--- src/design/anl_pkg.sv ---
/*
 * constants, types and helpers of the block-transfer link engine.
 * assumes a byte layer below that serialises o_tx bytes and returns received bytes.
 */
// Functional notes
// - EOT releases link and aborts phase two
// - ENQ requests link and prompts block response
// - ACK is the positive response
// - NAK is the negative response
// - header and terminator codes always mark blocks
// - default SOH, STX headers, ETX terminator
// - header and terminator bytes are programmable
// - heading block then data blocks, optional fields
// - five digit serial 00001 to 32767
// - send ENQ, enter phase two on ACK
// - resend ENQ every three seconds until limit
// - phase one retry count configurable, default ten
// - after last ENQ wait, send EOT, abnormal
// - idle timeout configurable, default thirty seconds
// - heading, then next block per ACK, then release
// - on NAK resend the same block at once
// - ten NAKs or send failure end abnormally
// - EOT in phase two ends abnormally
// - no response: ENQ every three seconds, nine times
// - after ninth ENQ wait, send EOT, abnormal
// - phase three EOT, ACK completes normally
// - resend EOT every three seconds, ten times
// - no ACK after tenth EOT ends abnormally
// - BCC after terminator, even column parity
package anl_pkg;
	// ==========================================================
	// control codes
	localparam logic [7:0] C_EOT = 8'h04;
	localparam logic [7:0] C_ENQ = 8'h05;
	localparam logic [7:0] C_ACK = 8'h06;
	localparam logic [7:0] C_NAK = 8'h15;
	localparam logic [7:0] C_SOH = 8'h01;
	localparam logic [7:0] C_STX = 8'h02;
	localparam logic [7:0] C_ETX = 8'h03;
	localparam logic [7:0] C_DIG0 = 8'h30;
	// ==========================================================
	// register map
	localparam logic [7:0] A_CTRL = 8'h00;
	localparam logic [7:0] A_CFG  = 8'h04;
	localparam logic [7:0] A_CHAR = 8'h08;
	localparam logic [7:0] A_TICK = 8'h0c;
	localparam logic [7:0] A_STAT = 8'h10;
	localparam logic [7:0] A_SN   = 8'h14;
	localparam int B_START  = 0;
	localparam int B_ABORT  = 1;
	localparam int B_SN_EN  = 2;
	localparam int B_BCC_EN = 3;
	// ==========================================================
	// counts and times
	localparam int unsigned CLK_HZ       = 100_000_000;
	localparam int unsigned SEC_TIME_S   = 1;
	localparam int unsigned CYC_PER_S    = CLK_HZ * SEC_TIME_S;
	localparam int unsigned RETRY_TIME_S = 3;
	localparam logic [7:0]  RETRY_SECS   = 8'(RETRY_TIME_S);
	localparam logic [7:0]  IDLE_DFLT_S  = 8'h1e;
	localparam logic [7:0]  ENQ_LIM_DFLT = 8'h0a;
	localparam logic [7:0]  P2_ENQ_MAX   = 8'h09;
	localparam logic [7:0]  NAK_MAX      = 8'h0a;
	localparam logic [7:0]  P3_EOT_MAX   = 8'h0a;
	localparam logic [19:0] SN_FIRST     = 20'h00001;
	localparam logic [19:0] SN_LAST      = 20'h32767;
	// ==========================================================
	// types
	typedef enum logic [1:0] {ST_IDLE, ST_CTL, ST_BLK, ST_WAIT} anl_state_t;
	typedef enum logic [1:0] {PH_1, PH_2, PH_3} anl_phase_t;
	typedef enum logic [2:0] {SP_HDR, SP_SN, SP_BODY, SP_TRM, SP_BCC} anl_step_t;
	// five-digit decimal increment, wrapping to the first value
	function automatic logic [19:0] sn_inc(input logic [19:0] v);
		logic [19:0] r;
		logic        cy;
		r  = v;
		cy = 1'b1;
		for (int i = 0; i < 5; i++) begin
			if (cy) begin
				if (r[i*4 +: 4] == 4'h9) begin
					r[i*4 +: 4] = 4'h0;
				end else begin
					r[i*4 +: 4] = r[i*4 +: 4] + 4'h1;
					cy = 1'b0;
				end
			end
		end
		if (v == SN_LAST) begin
			r = SN_FIRST;
		end
		return r;
	endfunction : sn_inc
endpackage : anl_pkg

--- src/design/anl_sec_timer.sv ---
/*
 * whole-second timer: one pulse after i_secs seconds counted from the last restart.
 * assumes i_cyc_per_s is at least one and stays stable while armed.
 */
`timescale 1ns/1ps
module anl_sec_timer #(
	parameter int unsigned P_W = 32
) (
	input  wire logic           i_ref_clk,
	input  wire logic           i_rstn,
	input  wire logic           i_restart,
	input  wire logic [P_W-1:0] i_cyc_per_s,
	input  wire logic [7:0]     i_secs,
	output logic                o_expire
);
	if (P_W < 2 || P_W > 32) begin : g_chk
		$error("anl_sec_timer: P_W out of range");
	end
	logic [P_W-1:0] cyc_ff, nxt_cyc;
	logic [7:0]     sec_ff, nxt_sec;
	logic           armed_ff, nxt_armed;
	logic           exp_ff, nxt_exp;
	// ==========================================================
	// counting
	always_comb begin
		nxt_cyc   = cyc_ff + 1'b1;
		nxt_sec   = sec_ff;
		nxt_armed = armed_ff;
		nxt_exp   = 1'b0;
		if (i_restart) begin
			nxt_cyc   = '0;
			nxt_sec   = '0;
			nxt_armed = 1'b1;
		end else if (armed_ff) begin
			if (nxt_cyc >= i_cyc_per_s) begin
				nxt_cyc = '0;
				nxt_sec = sec_ff + 1'b1;
				if (nxt_sec >= i_secs) begin
					nxt_exp   = 1'b1;
					nxt_armed = 1'b0;
				end
			end
		end else begin
			nxt_cyc = '0;
		end
	end
	always_ff @(posedge i_ref_clk or negedge i_rstn) begin
		if (!i_rstn) begin
			cyc_ff   <= '0;
			sec_ff   <= '0;
			armed_ff <= 1'b0;
			exp_ff   <= 1'b0;
		end else begin
			cyc_ff   <= nxt_cyc;
			sec_ff   <= nxt_sec;
			armed_ff <= nxt_armed;
			exp_ff   <= nxt_exp;
		end
	end
	assign o_expire = exp_ff;
endmodule : anl_sec_timer

--- src/design/anl_bcc.sv ---
/*
 * block check accumulator: column-wise even parity of the bytes presented.
 * assumes i_clr and i_en are never high together.
 */
`timescale 1ns/1ps
module anl_bcc (
	input  wire logic       i_ref_clk,
	input  wire logic       i_rstn,
	input  wire logic       i_clr,
	input  wire logic       i_en,
	input  wire logic [7:0] i_byte,
	output logic      [7:0] o_bcc
);
	logic [7:0] acc_ff, nxt_acc;
	always_comb begin
		nxt_acc = acc_ff;
		if (i_clr) begin
			nxt_acc = '0;
		end else if (i_en) begin
			nxt_acc = acc_ff ^ i_byte;
		end
	end
	always_ff @(posedge i_ref_clk or negedge i_rstn) begin
		if (!i_rstn) begin
			acc_ff <= '0;
		end else begin
			acc_ff <= nxt_acc;
		end
	end
	assign o_bcc = acc_ff;
endmodule : anl_bcc

--- src/design/anl_link.sv ---
/*
 * sending-station engine of the three-phase block-transfer link.
 * assumes a byte layer taking o_tx_data on o_tx_valid && i_tx_ready, a received-byte
 * strobe i_rx_valid, and a block source whose byte is already valid in the cycle that o_blk_rd is high.
 */
// Chosen here: the address-and-strobe port and the register addresses.
`timescale 1ns/1ps
module anl_link #(
	parameter int unsigned P_CYC_PER_SEC = anl_pkg::CYC_PER_S
) (
	input  wire logic        i_ref_clk,
	input  wire logic        i_rstn,
	input  wire logic [7:0]  i_addr,
	input  wire logic [31:0] i_wr_data,
	input  wire logic        i_wr,
	input  wire logic        i_rd,
	output logic      [31:0] o_rd_data,
	output logic      [7:0]  o_tx_data,
	output logic             o_tx_valid,
	input  wire logic        i_tx_ready,
	input  wire logic [7:0]  i_rx_data,
	input  wire logic        i_rx_valid,
	output logic             o_blk_rd,
	input  wire logic [7:0]  i_blk_data,
	input  wire logic        i_blk_last,
	input  wire logic        i_blk_final,
	output logic             o_blk_next,
	output logic             o_blk_rewind,
	output logic             o_busy,
	output logic             o_done,
	output logic             o_abnormal
);
	if (P_CYC_PER_SEC < 1) begin : g_chk
		$error("anl_link: P_CYC_PER_SEC must be at least one");
	end
	anl_pkg::anl_state_t state_ff, nxt_state;
	anl_pkg::anl_phase_t phase_ff, nxt_phase;
	anl_pkg::anl_step_t  step_ff, nxt_step;
	logic [7:0]  retry_ff, nxt_retry, nak_ff, nxt_nak;
	logic        abn_ff, nxt_abn, done_ff, nxt_done, busy_ff, nxt_busy;
	logic        first_ff, nxt_first, final_ff, nxt_final, fin_ff, nxt_fin;
	logic [7:0]  tx_data_ff, nxt_tx_data;
	logic        tx_valid_ff, nxt_tx_valid, pend_ff, nxt_pend;
	logic        blk_rd_ff, nxt_blk_rd, next_ff, nxt_next, rewind_ff, nxt_rewind;
	logic [19:0] sn_ff, nxt_sn;
	logic [2:0]  sn_idx_ff, nxt_sn_idx;
	logic        sn_en_ff, bcc_en_ff;
	logic [7:0]  enq_lim_ff, idle_ff, soh_ff, stx_ff, etx_ff;
	logic [31:0] tick_ff, rd_data_ff;
	logic        take, tmr_restart, tmr_exp, blk_go, ctl_go, ctl_fin, bcc_en;
	logic [7:0]  ctl_byte, bcc_q, tmr_secs;
	logic        wr_ctrl, start_req, abort_req;
	logic        rx_ack, rx_nak, rx_eot;
	// ==========================================================
	// register writes
	assign wr_ctrl   = i_wr && (i_addr == anl_pkg::A_CTRL);
	assign start_req = wr_ctrl && i_wr_data[anl_pkg::B_START];
	assign abort_req = wr_ctrl && i_wr_data[anl_pkg::B_ABORT];
	always_ff @(posedge i_ref_clk or negedge i_rstn) begin
		if (!i_rstn) begin
			sn_en_ff   <= 1'b0;
			bcc_en_ff  <= 1'b0;
			enq_lim_ff <= anl_pkg::ENQ_LIM_DFLT;
			idle_ff    <= anl_pkg::IDLE_DFLT_S;
			soh_ff     <= anl_pkg::C_SOH;
			stx_ff     <= anl_pkg::C_STX;
			etx_ff     <= anl_pkg::C_ETX;
			tick_ff    <= P_CYC_PER_SEC;
		end else if (i_wr) begin
			case (i_addr)
				anl_pkg::A_CTRL: begin
					sn_en_ff  <= i_wr_data[anl_pkg::B_SN_EN];
					bcc_en_ff <= i_wr_data[anl_pkg::B_BCC_EN];
				end
				anl_pkg::A_CFG: begin
					enq_lim_ff <= i_wr_data[7:0];
					idle_ff    <= i_wr_data[15:8];
				end
				anl_pkg::A_CHAR: begin
					soh_ff <= i_wr_data[7:0];
					stx_ff <= i_wr_data[15:8];
					etx_ff <= i_wr_data[23:16];
				end
				anl_pkg::A_TICK: tick_ff <= i_wr_data;
				default: ;
			endcase
		end
	end
	// ==========================================================
	// register reads, data one cycle after the strobe
	always_ff @(posedge i_ref_clk or negedge i_rstn) begin
		if (!i_rstn) begin
			rd_data_ff <= '0;
		end else if (i_rd) begin
			case (i_addr)
				anl_pkg::A_CTRL: rd_data_ff <= {28'h0000000, bcc_en_ff, sn_en_ff, 2'h0};
				anl_pkg::A_CFG:  rd_data_ff <= {16'h0000, idle_ff, enq_lim_ff};
				anl_pkg::A_CHAR: rd_data_ff <= {8'h00, etx_ff, stx_ff, soh_ff};
				anl_pkg::A_TICK: rd_data_ff <= tick_ff;
				anl_pkg::A_STAT: rd_data_ff <= {8'h00, nak_ff, retry_ff, 2'h0, phase_ff, 1'b0,
				                                abn_ff, done_ff, busy_ff};
				anl_pkg::A_SN:   rd_data_ff <= {12'h000, sn_ff};
				default:         rd_data_ff <= '0;
			endcase
		end else begin
			rd_data_ff <= '0;
		end
	end
	// ==========================================================
	// timing and block check
	assign tmr_secs = (state_ff == anl_pkg::ST_WAIT) ? anl_pkg::RETRY_SECS : idle_ff;
	anl_sec_timer #(
		.P_W (32)
	) u_tmr (
		.i_ref_clk   (i_ref_clk),
		.i_rstn      (i_rstn),
		.i_restart   (tmr_restart),
		.i_cyc_per_s (tick_ff),
		.i_secs      (tmr_secs),
		.o_expire    (tmr_exp)
	);
	assign bcc_en = take && (state_ff == anl_pkg::ST_BLK) && (step_ff != anl_pkg::SP_HDR)
	                && (step_ff != anl_pkg::SP_BCC);
	anl_bcc u_bcc (
		.i_ref_clk (i_ref_clk),
		.i_rstn    (i_rstn),
		.i_clr     (blk_go),
		.i_en      (bcc_en),
		.i_byte    (tx_data_ff),
		.o_bcc     (bcc_q)
	);
	// ==========================================================
	// sequencer
	assign take   = tx_valid_ff && i_tx_ready;
	assign rx_ack = i_rx_valid && (i_rx_data == anl_pkg::C_ACK);
	assign rx_nak = i_rx_valid && (i_rx_data == anl_pkg::C_NAK);
	assign rx_eot = i_rx_valid && (i_rx_data == anl_pkg::C_EOT);
	always_comb begin
		nxt_state    = state_ff;
		nxt_phase    = phase_ff;
		nxt_step     = step_ff;
		nxt_retry    = retry_ff;
		nxt_nak      = nak_ff;
		nxt_abn      = abn_ff;
		nxt_done     = done_ff;
		nxt_first    = first_ff;
		nxt_final    = final_ff;
		nxt_fin      = fin_ff;
		nxt_tx_data  = tx_data_ff;
		nxt_tx_valid = tx_valid_ff;
		nxt_pend     = 1'b0;
		nxt_blk_rd   = 1'b0;
		nxt_next     = 1'b0;
		nxt_rewind   = 1'b0;
		nxt_sn       = sn_ff;
		nxt_sn_idx   = sn_idx_ff;
		tmr_restart  = 1'b0;
		blk_go       = 1'b0;
		ctl_go       = 1'b0;
		ctl_fin      = 1'b0;
		ctl_byte     = anl_pkg::C_EOT;
		if (take) begin
			nxt_tx_valid = 1'b0;
			tmr_restart  = 1'b1;
		end
		case (state_ff)
			anl_pkg::ST_IDLE: begin
				if (start_req) begin
					nxt_phase = anl_pkg::PH_1;
					nxt_retry = 8'h01;
					nxt_nak   = '0;
					nxt_abn   = 1'b0;
					nxt_done  = 1'b0;
					nxt_first = 1'b1;
					nxt_sn    = anl_pkg::SN_FIRST;
					ctl_go    = 1'b1;
					ctl_byte  = anl_pkg::C_ENQ;
				end
			end
			anl_pkg::ST_CTL: begin
				if (take) begin
					nxt_state = fin_ff ? anl_pkg::ST_IDLE : anl_pkg::ST_WAIT;
					nxt_done  = fin_ff;
				end
			end
			anl_pkg::ST_BLK: begin
				case (step_ff)
					anl_pkg::SP_HDR: begin
						if (take && sn_en_ff && !first_ff) begin
							nxt_step     = anl_pkg::SP_SN;
							nxt_sn_idx   = 3'd4;
							nxt_tx_data  = anl_pkg::C_DIG0 | {4'h0, sn_ff[19:16]};
							nxt_tx_valid = 1'b1;
						end else if (take) begin
							nxt_step = anl_pkg::SP_BODY;
						end
					end
					anl_pkg::SP_SN: begin
						if (take && sn_idx_ff == 3'd0) begin
							nxt_step = anl_pkg::SP_BODY;
						end else if (take) begin
							nxt_sn_idx   = sn_idx_ff - 3'd1;
							nxt_tx_data  = anl_pkg::C_DIG0 | {4'h0, sn_ff[nxt_sn_idx*4 +: 4]};
							nxt_tx_valid = 1'b1;
						end
					end
					anl_pkg::SP_BODY: begin
						if (pend_ff) begin
							nxt_tx_data  = i_blk_data;
							nxt_tx_valid = 1'b1;
							nxt_final    = i_blk_final;
							nxt_fin      = i_blk_last;
						end else if (take && fin_ff) begin
							nxt_step     = anl_pkg::SP_TRM;
							nxt_tx_data  = etx_ff;
							nxt_tx_valid = 1'b1;
						end else if (!tx_valid_ff) begin
							nxt_blk_rd = 1'b1;
							nxt_pend   = 1'b1;
						end
					end
					anl_pkg::SP_TRM: begin
						if (take && bcc_en_ff) begin
							nxt_step     = anl_pkg::SP_BCC;
							nxt_tx_data  = bcc_q ^ tx_data_ff;
							nxt_tx_valid = 1'b1;
						end else if (take) begin
							nxt_state = anl_pkg::ST_WAIT;
							nxt_retry = '0;
						end
					end
					default: begin
						if (take) begin
							nxt_state = anl_pkg::ST_WAIT;
							nxt_retry = '0;
						end
					end
				endcase
				if (tmr_exp) begin
					nxt_abn      = 1'b1;
					nxt_tx_valid = 1'b0;
					nxt_phase    = anl_pkg::PH_3;
					nxt_retry    = 8'h01;
					ctl_go       = 1'b1;
				end
			end
			anl_pkg::ST_WAIT: begin
				if (phase_ff == anl_pkg::PH_1 && rx_ack) begin
					nxt_phase = anl_pkg::PH_2;
					nxt_retry = '0;
					blk_go    = 1'b1;
				end else if (phase_ff == anl_pkg::PH_2 && rx_ack) begin
					nxt_nak = '0;
					if (final_ff) begin
						nxt_phase = anl_pkg::PH_3;
						nxt_retry = 8'h01;
						ctl_go    = 1'b1;
					end else begin
						nxt_next  = 1'b1;
						nxt_first = 1'b0;
						nxt_sn    = first_ff ? sn_ff : anl_pkg::sn_inc(sn_ff);
						blk_go    = 1'b1;
					end
				end else if (phase_ff == anl_pkg::PH_2 && rx_nak) begin
					if (nak_ff + 8'h01 >= anl_pkg::NAK_MAX) begin
						nxt_abn   = 1'b1;
						nxt_phase = anl_pkg::PH_3;
						nxt_retry = 8'h01;
						ctl_go    = 1'b1;
					end else begin
						nxt_nak    = nak_ff + 8'h01;
						nxt_rewind = 1'b1;
						blk_go     = 1'b1;
					end
				end else if (phase_ff == anl_pkg::PH_2 && rx_eot) begin
					nxt_abn   = 1'b1;
					nxt_phase = anl_pkg::PH_3;
					nxt_retry = 8'h01;
					ctl_go    = 1'b1;
				end else if (phase_ff == anl_pkg::PH_3 && rx_ack) begin
					nxt_state = anl_pkg::ST_IDLE;
					nxt_done  = 1'b1;
				end else if (tmr_exp) begin
					case (phase_ff)
						anl_pkg::PH_1: begin
							ctl_go = 1'b1;
							if (retry_ff < enq_lim_ff) begin
								nxt_retry = retry_ff + 8'h01;
								ctl_byte  = anl_pkg::C_ENQ;
							end else begin
								nxt_abn = 1'b1;
								ctl_fin = 1'b1;
							end
						end
						anl_pkg::PH_2: begin
							ctl_go = 1'b1;
							if (retry_ff < anl_pkg::P2_ENQ_MAX) begin
								nxt_retry = retry_ff + 8'h01;
								ctl_byte  = anl_pkg::C_ENQ;
							end else begin
								nxt_abn = 1'b1;
								ctl_fin = 1'b1;
							end
						end
						default: begin
							if (retry_ff < anl_pkg::P3_EOT_MAX) begin
								nxt_retry = retry_ff + 8'h01;
								ctl_go    = 1'b1;
							end else begin
								nxt_abn   = 1'b1;
								nxt_done  = 1'b1;
								nxt_state = anl_pkg::ST_IDLE;
							end
						end
					endcase
				end
			end
			default: nxt_state = anl_pkg::ST_IDLE;
		endcase
		if (abort_req && state_ff != anl_pkg::ST_IDLE) begin
			nxt_abn = 1'b1;
			ctl_go  = 1'b1;
			ctl_fin = 1'b1;
			blk_go  = 1'b0;
		end
		if (ctl_go) begin
			nxt_state    = anl_pkg::ST_CTL;
			nxt_tx_data  = ctl_byte;
			nxt_tx_valid = 1'b1;
			nxt_fin      = ctl_fin;
			tmr_restart  = 1'b1;
		end else if (blk_go) begin
			nxt_state    = anl_pkg::ST_BLK;
			nxt_step     = anl_pkg::SP_HDR;
			nxt_tx_data  = nxt_first ? soh_ff : stx_ff;
			nxt_tx_valid = 1'b1;
			nxt_fin      = 1'b0;
			tmr_restart  = 1'b1;
		end
		nxt_busy = (nxt_state != anl_pkg::ST_IDLE);
	end
	always_ff @(posedge i_ref_clk or negedge i_rstn) begin
		if (!i_rstn) begin
			state_ff    <= anl_pkg::ST_IDLE;
			phase_ff    <= anl_pkg::PH_1;
			step_ff     <= anl_pkg::SP_HDR;
			retry_ff    <= '0;
			nak_ff      <= '0;
			abn_ff      <= 1'b0;
			done_ff     <= 1'b0;
			busy_ff     <= 1'b0;
			first_ff    <= 1'b1;
			final_ff    <= 1'b0;
			fin_ff      <= 1'b0;
			tx_data_ff  <= '0;
			tx_valid_ff <= 1'b0;
			pend_ff     <= 1'b0;
			blk_rd_ff   <= 1'b0;
			next_ff     <= 1'b0;
			rewind_ff   <= 1'b0;
			sn_ff       <= anl_pkg::SN_FIRST;
			sn_idx_ff   <= '0;
		end else begin
			state_ff    <= nxt_state;
			phase_ff    <= nxt_phase;
			step_ff     <= nxt_step;
			retry_ff    <= nxt_retry;
			nak_ff      <= nxt_nak;
			abn_ff      <= nxt_abn;
			done_ff     <= nxt_done;
			busy_ff     <= nxt_busy;
			first_ff    <= nxt_first;
			final_ff    <= nxt_final;
			fin_ff      <= nxt_fin;
			tx_data_ff  <= nxt_tx_data;
			tx_valid_ff <= nxt_tx_valid;
			pend_ff     <= nxt_pend;
			blk_rd_ff   <= nxt_blk_rd;
			next_ff     <= nxt_next;
			rewind_ff   <= nxt_rewind;
			sn_ff       <= nxt_sn;
			sn_idx_ff   <= nxt_sn_idx;
		end
	end
	assign o_rd_data    = rd_data_ff;
	assign o_tx_data    = tx_data_ff;
	assign o_tx_valid   = tx_valid_ff;
	assign o_blk_rd     = blk_rd_ff;
	assign o_blk_next   = next_ff;
	assign o_blk_rewind = rewind_ff;
	assign o_busy       = busy_ff;
	assign o_done       = done_ff;
	assign o_abnormal   = abn_ff;
	// ==========================================================
	// checks
	a_p1_ack_enter: assert property (@(posedge i_ref_clk) disable iff (!i_rstn)
		state_ff == anl_pkg::ST_WAIT && phase_ff == anl_pkg::PH_1 && rx_ack && !abort_req
		|=> phase_ff == anl_pkg::PH_2 && o_tx_valid && step_ff == anl_pkg::SP_HDR)
		else $error("phase one ack did not start the heading block");
	a_hdr_code: assert property (@(posedge i_ref_clk) disable iff (!i_rstn)
		state_ff == anl_pkg::ST_BLK && step_ff == anl_pkg::SP_HDR && o_tx_valid
		|-> o_tx_data == (first_ff ? soh_ff : stx_ff))
		else $error("block header byte wrong");
	a_bcc_even: assert property (@(posedge i_ref_clk) disable iff (!i_rstn)
		state_ff == anl_pkg::ST_BLK && step_ff == anl_pkg::SP_BCC && o_tx_valid
		|-> o_tx_data == bcc_q)
		else $error("block check byte wrong");
	a_nak_resend: assert property (@(posedge i_ref_clk) disable iff (!i_rstn)
		state_ff == anl_pkg::ST_WAIT && phase_ff == anl_pkg::PH_2 && rx_nak
		&& nak_ff < 8'h09 && !abort_req
		|=> o_blk_rewind && o_tx_valid && o_tx_data == (first_ff ? soh_ff : stx_ff))
		else $error("nak did not resend the block");
	a_eot_abort: assert property (@(posedge i_ref_clk) disable iff (!i_rstn)
		state_ff == anl_pkg::ST_WAIT && phase_ff == anl_pkg::PH_2 && rx_eot
		|=> o_abnormal && o_tx_valid && o_tx_data == anl_pkg::C_EOT)
		else $error("eot in phase two not handled");
	a_p3_done: assert property (@(posedge i_ref_clk) disable iff (!i_rstn)
		state_ff == anl_pkg::ST_WAIT && phase_ff == anl_pkg::PH_3 && rx_ack && !abort_req
		|=> o_done && !o_busy && o_abnormal == $past(abn_ff))
		else $error("phase three ack did not complete");
	a_p2_enq_cap: assert property (@(posedge i_ref_clk) disable iff (!i_rstn)
		phase_ff == anl_pkg::PH_2 |-> retry_ff <= anl_pkg::P2_ENQ_MAX)
		else $error("phase two enquiry count exceeded");
	a_p1_giveup: assert property (@(posedge i_ref_clk) disable iff (!i_rstn)
		state_ff == anl_pkg::ST_WAIT && phase_ff == anl_pkg::PH_1 && tmr_exp
		&& retry_ff >= enq_lim_ff && !i_rx_valid && !abort_req
		|=> o_tx_data == anl_pkg::C_EOT ##1 o_abnormal [*1])
		else $error("phase one give-up did not send eot");
endmodule : anl_link

--- config.mk ---
export PLATFORM = sky130hd
export DESIGN_NAME = anl_link
export DESIGN_NICKNAME = d
export VERILOG_FILES = /design/src/design/anl_pkg.sv /design/src/design/anl_sec_timer.sv /design/src/design/anl_bcc.sv /design/src/design/anl_link.sv
export SDC_FILE = /design/constraint.sdc
export NUM_CORES = 1
export LEC_CHECK = 0
export BUFFER_PORTS_ARGS = -buffer_cell sky130_fd_sc_hd__buf_2
export CORE_UTILIZATION = 45
export DETAILED_ROUTE_END_ITERATION = 8
export GPL_ROUTABILITY_DRIVEN = 0
export PLACE_DENSITY = 0.7
export SLEW_MARGIN = 25
export SYNTH_ARGS = -nofsm -noshare
export SYNTH_HDL_FRONTEND = slang
export SYNTH_SLANG_ARGS = --single-unit
--- constraint.sdc ---
create_clock -name i_ref_clk -period 4.05 [get_ports i_ref_clk]
set_input_delay 0.6075 -clock i_ref_clk [delete_from_list [all_inputs] [get_ports i_ref_clk]]
set_output_delay 0.6075 -clock i_ref_clk [all_outputs]
set_load 0.02 [all_outputs]
==> results of run 1 <==
[worst max-delay path, cell delays in order (launching register included)]
cell and delay [ps]:
sky130_fd_sc_hd__dfrtp_1 420, sky130_fd_sc_hd__nand4_1 180, sky130_fd_sc_hd__or4_4 560, sky130_fd_sc_hd__nor2_4 160, sky130_fd_sc_hd__and3_1 230, sky130_fd_sc_hd__nand3_1 100
sky130_fd_sc_hd__xnor2_1 210, sky130_fd_sc_hd__ha_1 280, sky130_fd_sc_hd__a21o_1 160, sky130_fd_sc_hd__a21o_1 170, sky130_fd_sc_hd__a21oi_1 120, sky130_fd_sc_hd__o21ai_0 120
sky130_fd_sc_hd__a31oi_2 300, sky130_fd_sc_hd__buf_12 180, sky130_fd_sc_hd__nand3_1 90, sky130_fd_sc_hd__buf_6 210, sky130_fd_sc_hd__nor2b_1 130
[timing repair]
action | in CTS | in global routing
hold endpoints to repair | 0 | 28
resized for setup | 1 | 7
setup endpoints to repair | 32 | 40
pin swaps | 0 | 1
hold buffers | 0 | 1
gates cloned | 0 | 0
[cell families after synthesis]
group,count (synthesis),synth area share (%)
and+or+nand+nor,473,19.4
AOI/OAI and AO/OA,300,15.4
DFF,220,41.9
buffers and inverters,119,3.52
muxes,112,9.67
adders and majority gates,65,6.16
xor gates and xnor gates,58,3.85
[cells in the final DEF, fill, tap and decap left out, types with 24 or more instances in the layout]
cell and instances:
sky130_fd_sc_hd__dfrtp_1 196, sky130_fd_sc_hd__nand2_1 129, sky130_fd_sc_hd__a21oi_1 60, sky130_fd_sc_hd__nand3_1 39, sky130_fd_sc_hd__xnor2_1 26, sky130_fd_sc_hd__dfstp_2 24
sky130_fd_sc_hd__clkbuf_16 25, sky130_fd_sc_hd__inv_1 62, sky130_fd_sc_hd__xor2_1 32, sky130_fd_sc_hd__mux2i_1 32, sky130_fd_sc_hd__buf_2 109, sky130_fd_sc_hd__nor2_1 78
sky130_fd_sc_hd__o21ai_0 81, sky130_fd_sc_hd__ha_1 65, sky130_fd_sc_hd__and3_1 34, sky130_fd_sc_hd__nand2b_1 25, sky130_fd_sc_hd__nor2b_1 50, sky130_fd_sc_hd__mux2_2 75
[report_power, final]
part           total (W)  switching (W)  leakage, nW  internal [W]
sequential       0.00246       0.000158         2.91       0.00231
combinational   0.000641       0.000378         3.46      0.000264
clock            0.00218       0.000936        0.387       0.00125
total            0.00529        0.00147         6.76       0.00382
[per-layer routing]
layer,GRT usage [%],up-vias
li1,-,5076
met1,35.3,5386
met2,39.0,420
met3,3.00,81
met4,9.55,4
met5,0,-
[flip-flops by register name, indices dropped and copies added, names as in the netlist, 2 cells and up]
register,count
sn_ff,20
etx_ff,8
u_tmr.cyc_ff,32
o_tx_data,8
phase_ff,2
tick_ff,32
u_bcc.o_bcc,8
step_ff,3
stx_ff,8
sn_idx_ff,3
o_rd_data,32
enq_lim_ff,8
idle_ff,8
u_tmr.sec_ff,8
nak_ff,8
soh_ff,8
state_ff,2
retry_ff,8
[worst paths after layout]
kind,from,end,slack (ps),cells after the start
worst max-delay path,u_tmr.cyc_ff[11]$_DFF_PN0_,u_tmr.cyc_ff[8]$_DFF_PN0_,340,16
worst min-delay path,i_wr_data[24],tick_ff[24]$_DFFE_PN1P_,300,2
worst max register to register,u_tmr.cyc_ff[11]$_DFF_PN0_,u_tmr.cyc_ff[8]$_DFF_PN0_,340,16
worst min register to register,sn_idx_ff[1]$_DFFE_PN0P_,sn_idx_ff[1]$_DFFE_PN0P_,500,2
max in group asynchronous,i_rstn,state_ff[1]$_DFF_PN0_,2380,4
min in group asynchronous,i_rstn,o_rd_data[27]$_DFF_PN0_,520,2
[area by class of cell]
| class | instances | area [sq um] |
|---|---|---|
| well taps | 384 | 480 |
| clock buffers | 37 | 731 |
| flip-flops and latches | 220 | 5540 |
| fillers | 2606 | 13700 |
| clock inverters | 9 | 53.8 |
| multi-input cells | 1008 | 7250 |
| repair buffers | 132 | 777 |
| inverters | 62 | 233 |
[stage by stage]
step	power, W	util, %	cell area (sq um)	hold slack, ps	cells
final	0.00529	52.3	15100	297	1852
after global routing	0.00548	52.3	15100	294	1852
after CTS	0.00531	52.1	15000	224	1850
after detailed placement	0.00312	49.4	14200	480	1804
after global placement	0.00310	49.3	14200	465	1804
after floorplan	0.00282	-	13200	312	1347
==> flow_results.org, run 1 <==
** Placed design
- PortBufs :: 110
- Post-DP HPWL :: 27.8 mm
- Worst slack at placement :: -57.9 ps

** Timing
- Setup repair after global routing left no endpoint under its margin.
- Headroom to the max-slew limit came out at 29.6%.
- At the pin with the least slew margin, the transition time is 1050 ps.
- Setup slack on the critical path of the routed design comes to 339 ps.
- Final setup violation count :: 0
- After layout, the minimum clock period comes to 3710 ps.
- The final number of hold-violating endpoints came to 0.
- Final setup TNS :: 0 ps
- Worst clock skew on the final layout :: 28.3 ps
- Max-slew violations :: 0
- The worst path uses 91.6% of the clock period.
- Highest Clock Rate :: 269 MHz

** Die
- Core ar. :: 0.0288 sq mm
- The die is 173 um wide.
- Row cnt :: 62
- Area of the die :: 0.0300 sq mm
- For this configuration, the core starts out at a cell density of 45.9%.
- Vertical extent of the die :: 173 um
- I/O Pins :: 111

** Logic synthesis
- After synthesis, the share of flip-flops with an asynchronous set or reset is 100%.
- Area contributors post-synth :: sky130_fd_sc_hd__dfrtp_1 37%, sky130_fd_sc_hd__mux2_2 6.4%, sky130_fd_sc_hd__ha_1 6.2%
- Leading cell type by number of instances after synthesis :: sky130_fd_sc_hd__dfrtp_1
- In the synthesized netlist, the number of instances is 1,347.
- Summed over its instances, the top area cell type makes up 37.1% of the synthesized netlist area.
- Synthesized netlist net count :: 1,476
- Leading register cell type out of synthesis :: sky130_fd_sc_hd__dfrtp_1
- The biggest area contributor in the post-synthesis netlist is sky130_fd_sc_hd__dfrtp_1.
- After synthesis, flip-flops and latches occupy 41.9% of the total area.
- The number of different library cells used by synthesis comes to 95.
- Number of warnings reported in the yosys synthesis log :: 0
- Averaged over all synthesized cells, the footprint is 9.80 sq um.
- Sorting the synthesized cells by how often they occur yields 196 x sky130_fd_sc_hd__dfrtp_1, 129 x sky130_fd_sc_hd__nand2_1, 81 x sky130_fd_sc_hd__o21ai_0.
- In this run, synthesis produced a sequential element count of 220.
- The mapped netlist covers 0.0132 sq mm.
- In this run, synthesis inferred 0 flip-flops with an integrated enable.

** GRT
- Remaining global-route overflow :: 0
- Pin count of the biggest net entering global routing :: 123
- Wire length of the first global-routing pass :: 59.3 mm
- The via count of the first global-routing pass is 10,700.
- Antenna violations before repair :: 2
- GRT Overall Usage :: 24.9%

** Routing
- Detailed-route wire length on metal 1 :: 16.8 mm
- In this run, the number of DRC markers left after iteration 0 of detailed routing was 1,131.
- Summed over all nets, wire length on met2 after detailed routing comes to 16.9 mm.
- In the detailed route, the total length drawn on met3 is 2.23 mm.
- Uppermost routed layer :: met5
- Average detailed-routed wire length per instance :: 20.2 um
- In the routed design, unresolved DRC markers number 0.
- Total via count after detailed routing :: 11,000
- Dividing the detail-routed via count by the number of cells gives 5.92.
- Total wirelength of the detailed-routed design :: 37.5 mm
- The detail route stage leaves a number of antenna-violating nets equal to 0.
- Detailed Routing Iterations Pass 1 :: 5

** CTS
- Number of buffers inserted during clock tree synthesis :: 25
- Once the clock tree was built, the setup fixing pass inserted 0 buffers.
- The tree built by TritonCTS fans out to 220 sinks.
- CTS clk-pin slew, worst paths :: 60 ps
- For the worst-skew pair, the clock arrives at the later sink with an insertion delay of 540 ps.
- CTS tree :: yes
- In this run the number of H-tree levels came out at 1.
- Counting along the longest clock path gives a buffer depth of 3.
- Root Buffer :: sky130_fd_sc_hd__clkbuf_16

** Critical path
- Critical Path AT :: 4160 ps
- The worst setup path is captured at a flip-flop.
- CP max FO :: 32
- Data required, critical path :: 4500 ps
- STA classifies the critical path startpoint as a flip-flop.
- Kind of critical path :: reg2reg

** Worst hold path
- HP Class :: in2reg

** Cells and area
- Growth of design area from synthesis to finish :: 14.1%
- The post-route netlist has 22.1% of its cells at a drive strength greater than 1.
- Antenna cells :: 0
- For this run, the post-layout net count is 1,578.

** Power and ir drop
- Dividing total power by cell area gives a power density of 351 mW/mm^2.
- Highest ir drop seen on vdd :: 0.346 mV
- The analysis attributes to cell leakage a power of 6.76 nW.

** Status
- The run finished with clean final reports.

** Run
- Across the run, the number of max-cap violations was 0.
Note: power is estimated with default switching activity, not from simulation.
==> run 2, diff against run 1 <==
Settings changed: CORE_ASPECT_RATIO set to 0.7, SLEW_MARGIN 25 to unset.
Clock period 4.05 ns to 4.7 ns, I/O delays scaled along.
==> flow_results.org, run 2 (synthesis gave the netlist of run 1 again) <==
** Status
- Result of the run :: complete, but fails checks
- The checks that failed: design-rule violations.

** CTS
- TritonCTS built the clock tree.
- Number of clock sinks seen by CTS :: 220 (unchanged)
- The count of hold-fix buffers inserted at cts came to 0 (unchanged).
- The number of buffers added by the clock tree synthesis step was 24 (-4.0%).
- The clock insertion delay at the later pin of the skew report is 540 ps (about the same).
- The maximum buffer depth of the clock tree came to 3 (unchanged).
- The tree is rooted in a sky130_fd_sc_hd__clkbuf_16.
- The number of levels in the clock H-tree was 1 (unchanged).
- Number of cells upsized or downsized after cts :: 0 (-1)
- Post-CTS Setup Bufs :: 0 (unchanged)
- CTS clk-pin slew, worst paths :: 60 ps (about the same)

** Critical path
- Critical R2R Launch :: u_tmr.cyc_ff[2]$_DFF_PN0_
- Data required, critical path :: 5150 ps (+650 ps)
- CP max FO :: 32 (unchanged)
- The largest incremental delay on the critical path was 660 ps (+100 ps).
- Cells on worst reg2reg path :: 14 (-2)
- The count of buffering cells on the critical path with inverters included was 1 (-1).
- In this run the critical register-to-register path is captured at u_tmr.cyc_ff[22]$_DFF_PN0_.
- Category of the worst setup path launch point :: flip-flop
- In this design, the critical path's most frequently occurring cell is sky130_fd_sc_hd__nand3_1.
- Traced cell by cell, the critical path runs through and4_1 > and2_0 > nand3_1 > nor3b_1 > xor2_1 > ha_1 > a21oi_1 > nand2_1 > a221oi_1 > o211ai_1 > a31oi_1 > nand3_1 > buf_4 > nor2b_1.
- Endpoint class of the critical path :: flip-flop
- Critical path's top delay family :: simple AND/OR/NAND/NOR gates
- The critical path is of the reg2reg type.
- Critical-path top delay cell :: sky130_fd_sc_hd__nor3b_1
- The register-to-register setup slack came to 580 ps (+240 ps).
- Critical Path AT :: 4580 ps (+420 ps)

** Run
- The number of max-capacitance violations reported was 0 (unchanged).

** GRT
- Remaining global-route overflow :: 0 (unchanged)
- The initial antenna violation count came to 0 (-2).
- Via count of the first global-routing pass :: 10,500 (-1.3%)
- Pin count of the biggest net entering global routing :: 117 (-4.9%)
- GRT Overall Usage :: 26.0% (+1.1 points)
- The global-route wire length before repair was 60.7 mm (+2.5%).

** Cells and area
- The final net count came to 1,570 (-0.51%).
- The number of diodes added for antenna fixing is 0 (unchanged).
- Most common cell after layout, fill and taps aside :: sky130_fd_sc_hd__dfrtp_1
- Most frequent cells in the layout :: 196 x sky130_fd_sc_hd__dfrtp_1, 129 x sky130_fd_sc_hd__nand2_1, 109 x sky130_fd_sc_hd__buf_2, 81 x sky130_fd_sc_hd__o21ai_0, 79 x sky130_fd_sc_hd__nor2_1
- From synthesis to final layout, the design area changed by 13.4%.
- The non-filler instance count after layout is 1,837 (-0.81%).
- The multi-input gate area in the final layout was 0.00722 sq mm (-0.47%).
- Register area :: 0.00554 sq mm (unchanged)
- Fillcell total :: 2,592 (-0.54%)
- Share of final-layout standard cells stronger than drive strength 1 :: 21.4% (-0.75 points)

** Die
- The effective utilization at floorplan was 45.7% (-0.17 points).
- Vertical extent of the die :: 145 um (-16%)
- The number of placement rows is 52 (-16%).
- Core ar. :: 0.0289 sq mm (+0.37%)
- I/O Pins :: 111 (unchanged)
- The die footprint is 0.0300 sq mm (about the same).
- Chip Width :: 207 um (+19%)

** Routing
- ANT nets after route :: 0 (unchanged)
- Number of remaining DRC errors :: 11 (+11)
- The initial detailed-routing violation count came to 1,195 (+5.7%).
- Detailed Routing Iterations Pass 1 :: 9 (+4)
- The average via count per standard cell is 6.00 (+1.2%).
- The routed wirelength normalized by instance count was 21.0 um (+3.7%).
- The overall via count from detail_route is 11,000 (+0.42%).
- Total wirelength of the detailed-routed design :: 38.6 mm (+2.9%)

** Timing
- Unrepaired setup endpoints after global routing :: no
- The number of endpoints failing setup at the final stage is 0 (unchanged).
- The final critical path time including I/O delays and setup was 4120 ps (+413 ps).
- The worst relative slew slack came to 17.3% (-12 points).
- Final critical-path share of the clock period :: 87.7% (-3.9 points)
- The final number of hold-violating endpoints is 0 (unchanged).
- Highest Clock Rate :: 242 MHz (-10%)
- The aggregate negative setup slack is 0 ps (unchanged).
- Worst Hold Margin :: 205 ps (-92.0 ps)
- Max-slew violations :: 0 (unchanged)
- Least-Margin Pin Slew :: 1240 ps (+186 ps)
- Worst clock skew on the final layout :: 12.6 ps (-15.8 ps)

** Worst hold path
- The tightest min-delay check is of the in2async type.

** Placed design
- PortBufs :: 110 (unchanged)
- Post-DP HPWL :: 29.2 mm (+4.8%)
- The number of instances in the placed design came to 1,793 (-0.61%).

** Power and ir drop
- The largest voltage drop on the vdd net was 0.247 mV (-29%).
- Power density of the placed cells :: 314 mW/mm^2 (-11%)
- The static power due to leakage came to 6.72 nW (-0.56%).
-- run 2: cell types whose count changed in the layout (fill, tap and decap cells not counted), sizes merged --
| cell | before | now |
|---|---|---|
| buf | 131 | 125 |
| bufinv | 0 | 4 |
| clkbuf | 37 | 32 |
| dlygate4sd3 | 1 | 0 |
| inv | 63 | 62 |
-- run 2: how the worst max path moves through the flow --
stage / endpoint / depth (start not counted) / from
4_1_cts: u_tmr.o_expire$_DFF_PN0_ / 14 / u_tmr.cyc_ff[2]$_DFF_PN0_
5_1_grt: u_tmr.sec_ff[7]$_DFFE_PN0P_ / 14 / u_tmr.cyc_ff[2]$_DFF_PN0_
2_1_floorplan: u_tmr.o_expire$_DFF_PN0_ / 13 / u_tmr.cyc_ff[11]$_DFF_PN0_
6_report: u_tmr.cyc_ff[22]$_DFF_PN0_ / 14 / u_tmr.cyc_ff[2]$_DFF_PN0_
3_5_place_dp: u_tmr.o_expire$_DFF_PN0_ / 14 / u_tmr.cyc_ff[2]$_DFF_PN0_
3_3_place_gp: u_tmr.o_expire$_DFF_PN0_ / 13 / u_tmr.cyc_ff[11]$_DFF_PN0_
-- run 2: routing by layer --
metal / part of all wire, % / up-vias / GRT usage, %
li1: - / 5049 / -
met1: 47 / 5440 / 40.0
met2: 42 / 474 / 36.6
met3: 9.3 / 50 / 6.58
met4: 1.9 / 0 / 5.40
met5: 0 / - / 0
-- run 2: worst register-to-register path: cells and delay by family, from the launching register on --
kind / cells / cell delay, ps
AOI/OAI and AO/OA: 4 / 1040
xor gates and xnor gates: 1 / 200
adders and majority gates: 1 / 360
buffers and inverters: 1 / 260
DFF: 1 / 410
and+or+nand+nor: 7 / 1790
-- run 2: where the power goes --
part	switching (W)	leakage (nW)	total (W)	internal (W)
registers	0.000136	2.91	0.00212	0.00199
clock network	0.000801	0.409	0.00203	0.00123
logic	0.000331	3.40	0.000545	0.000214
total	0.00127	6.72	0.00470	0.00343
-- run 2: cell type report --
type | instances | area share [%]
Clock buffer | 32 | 4.49
Timing Repair Buffer | 125 | 4.50
Clock inverter | 12 | 1.13
Inverter | 62 | 1.55
Sequential cell | 220 | 37.0
Tap cell | 378 | 3.16
Multi-Input combinational cell | 1008 | 48.2
-- run 2: per-stage QoR --
stage / cell area, sq um / setup WS [ps] / utilization (%) / power (W)
global route: 15000 / 149 / 51.8 / 0.00487
CTS: 15000 / 593 / 51.8 / 0.00472
global placement: 14100 / 766 / 48.9 / 0.00266
finish: 15000 / 576 / 51.8 / 0.00470
floorplan: 13200 / 1140 / - / 0.00243
detailed placement: 14100 / 611 / 48.9 / 0.00269
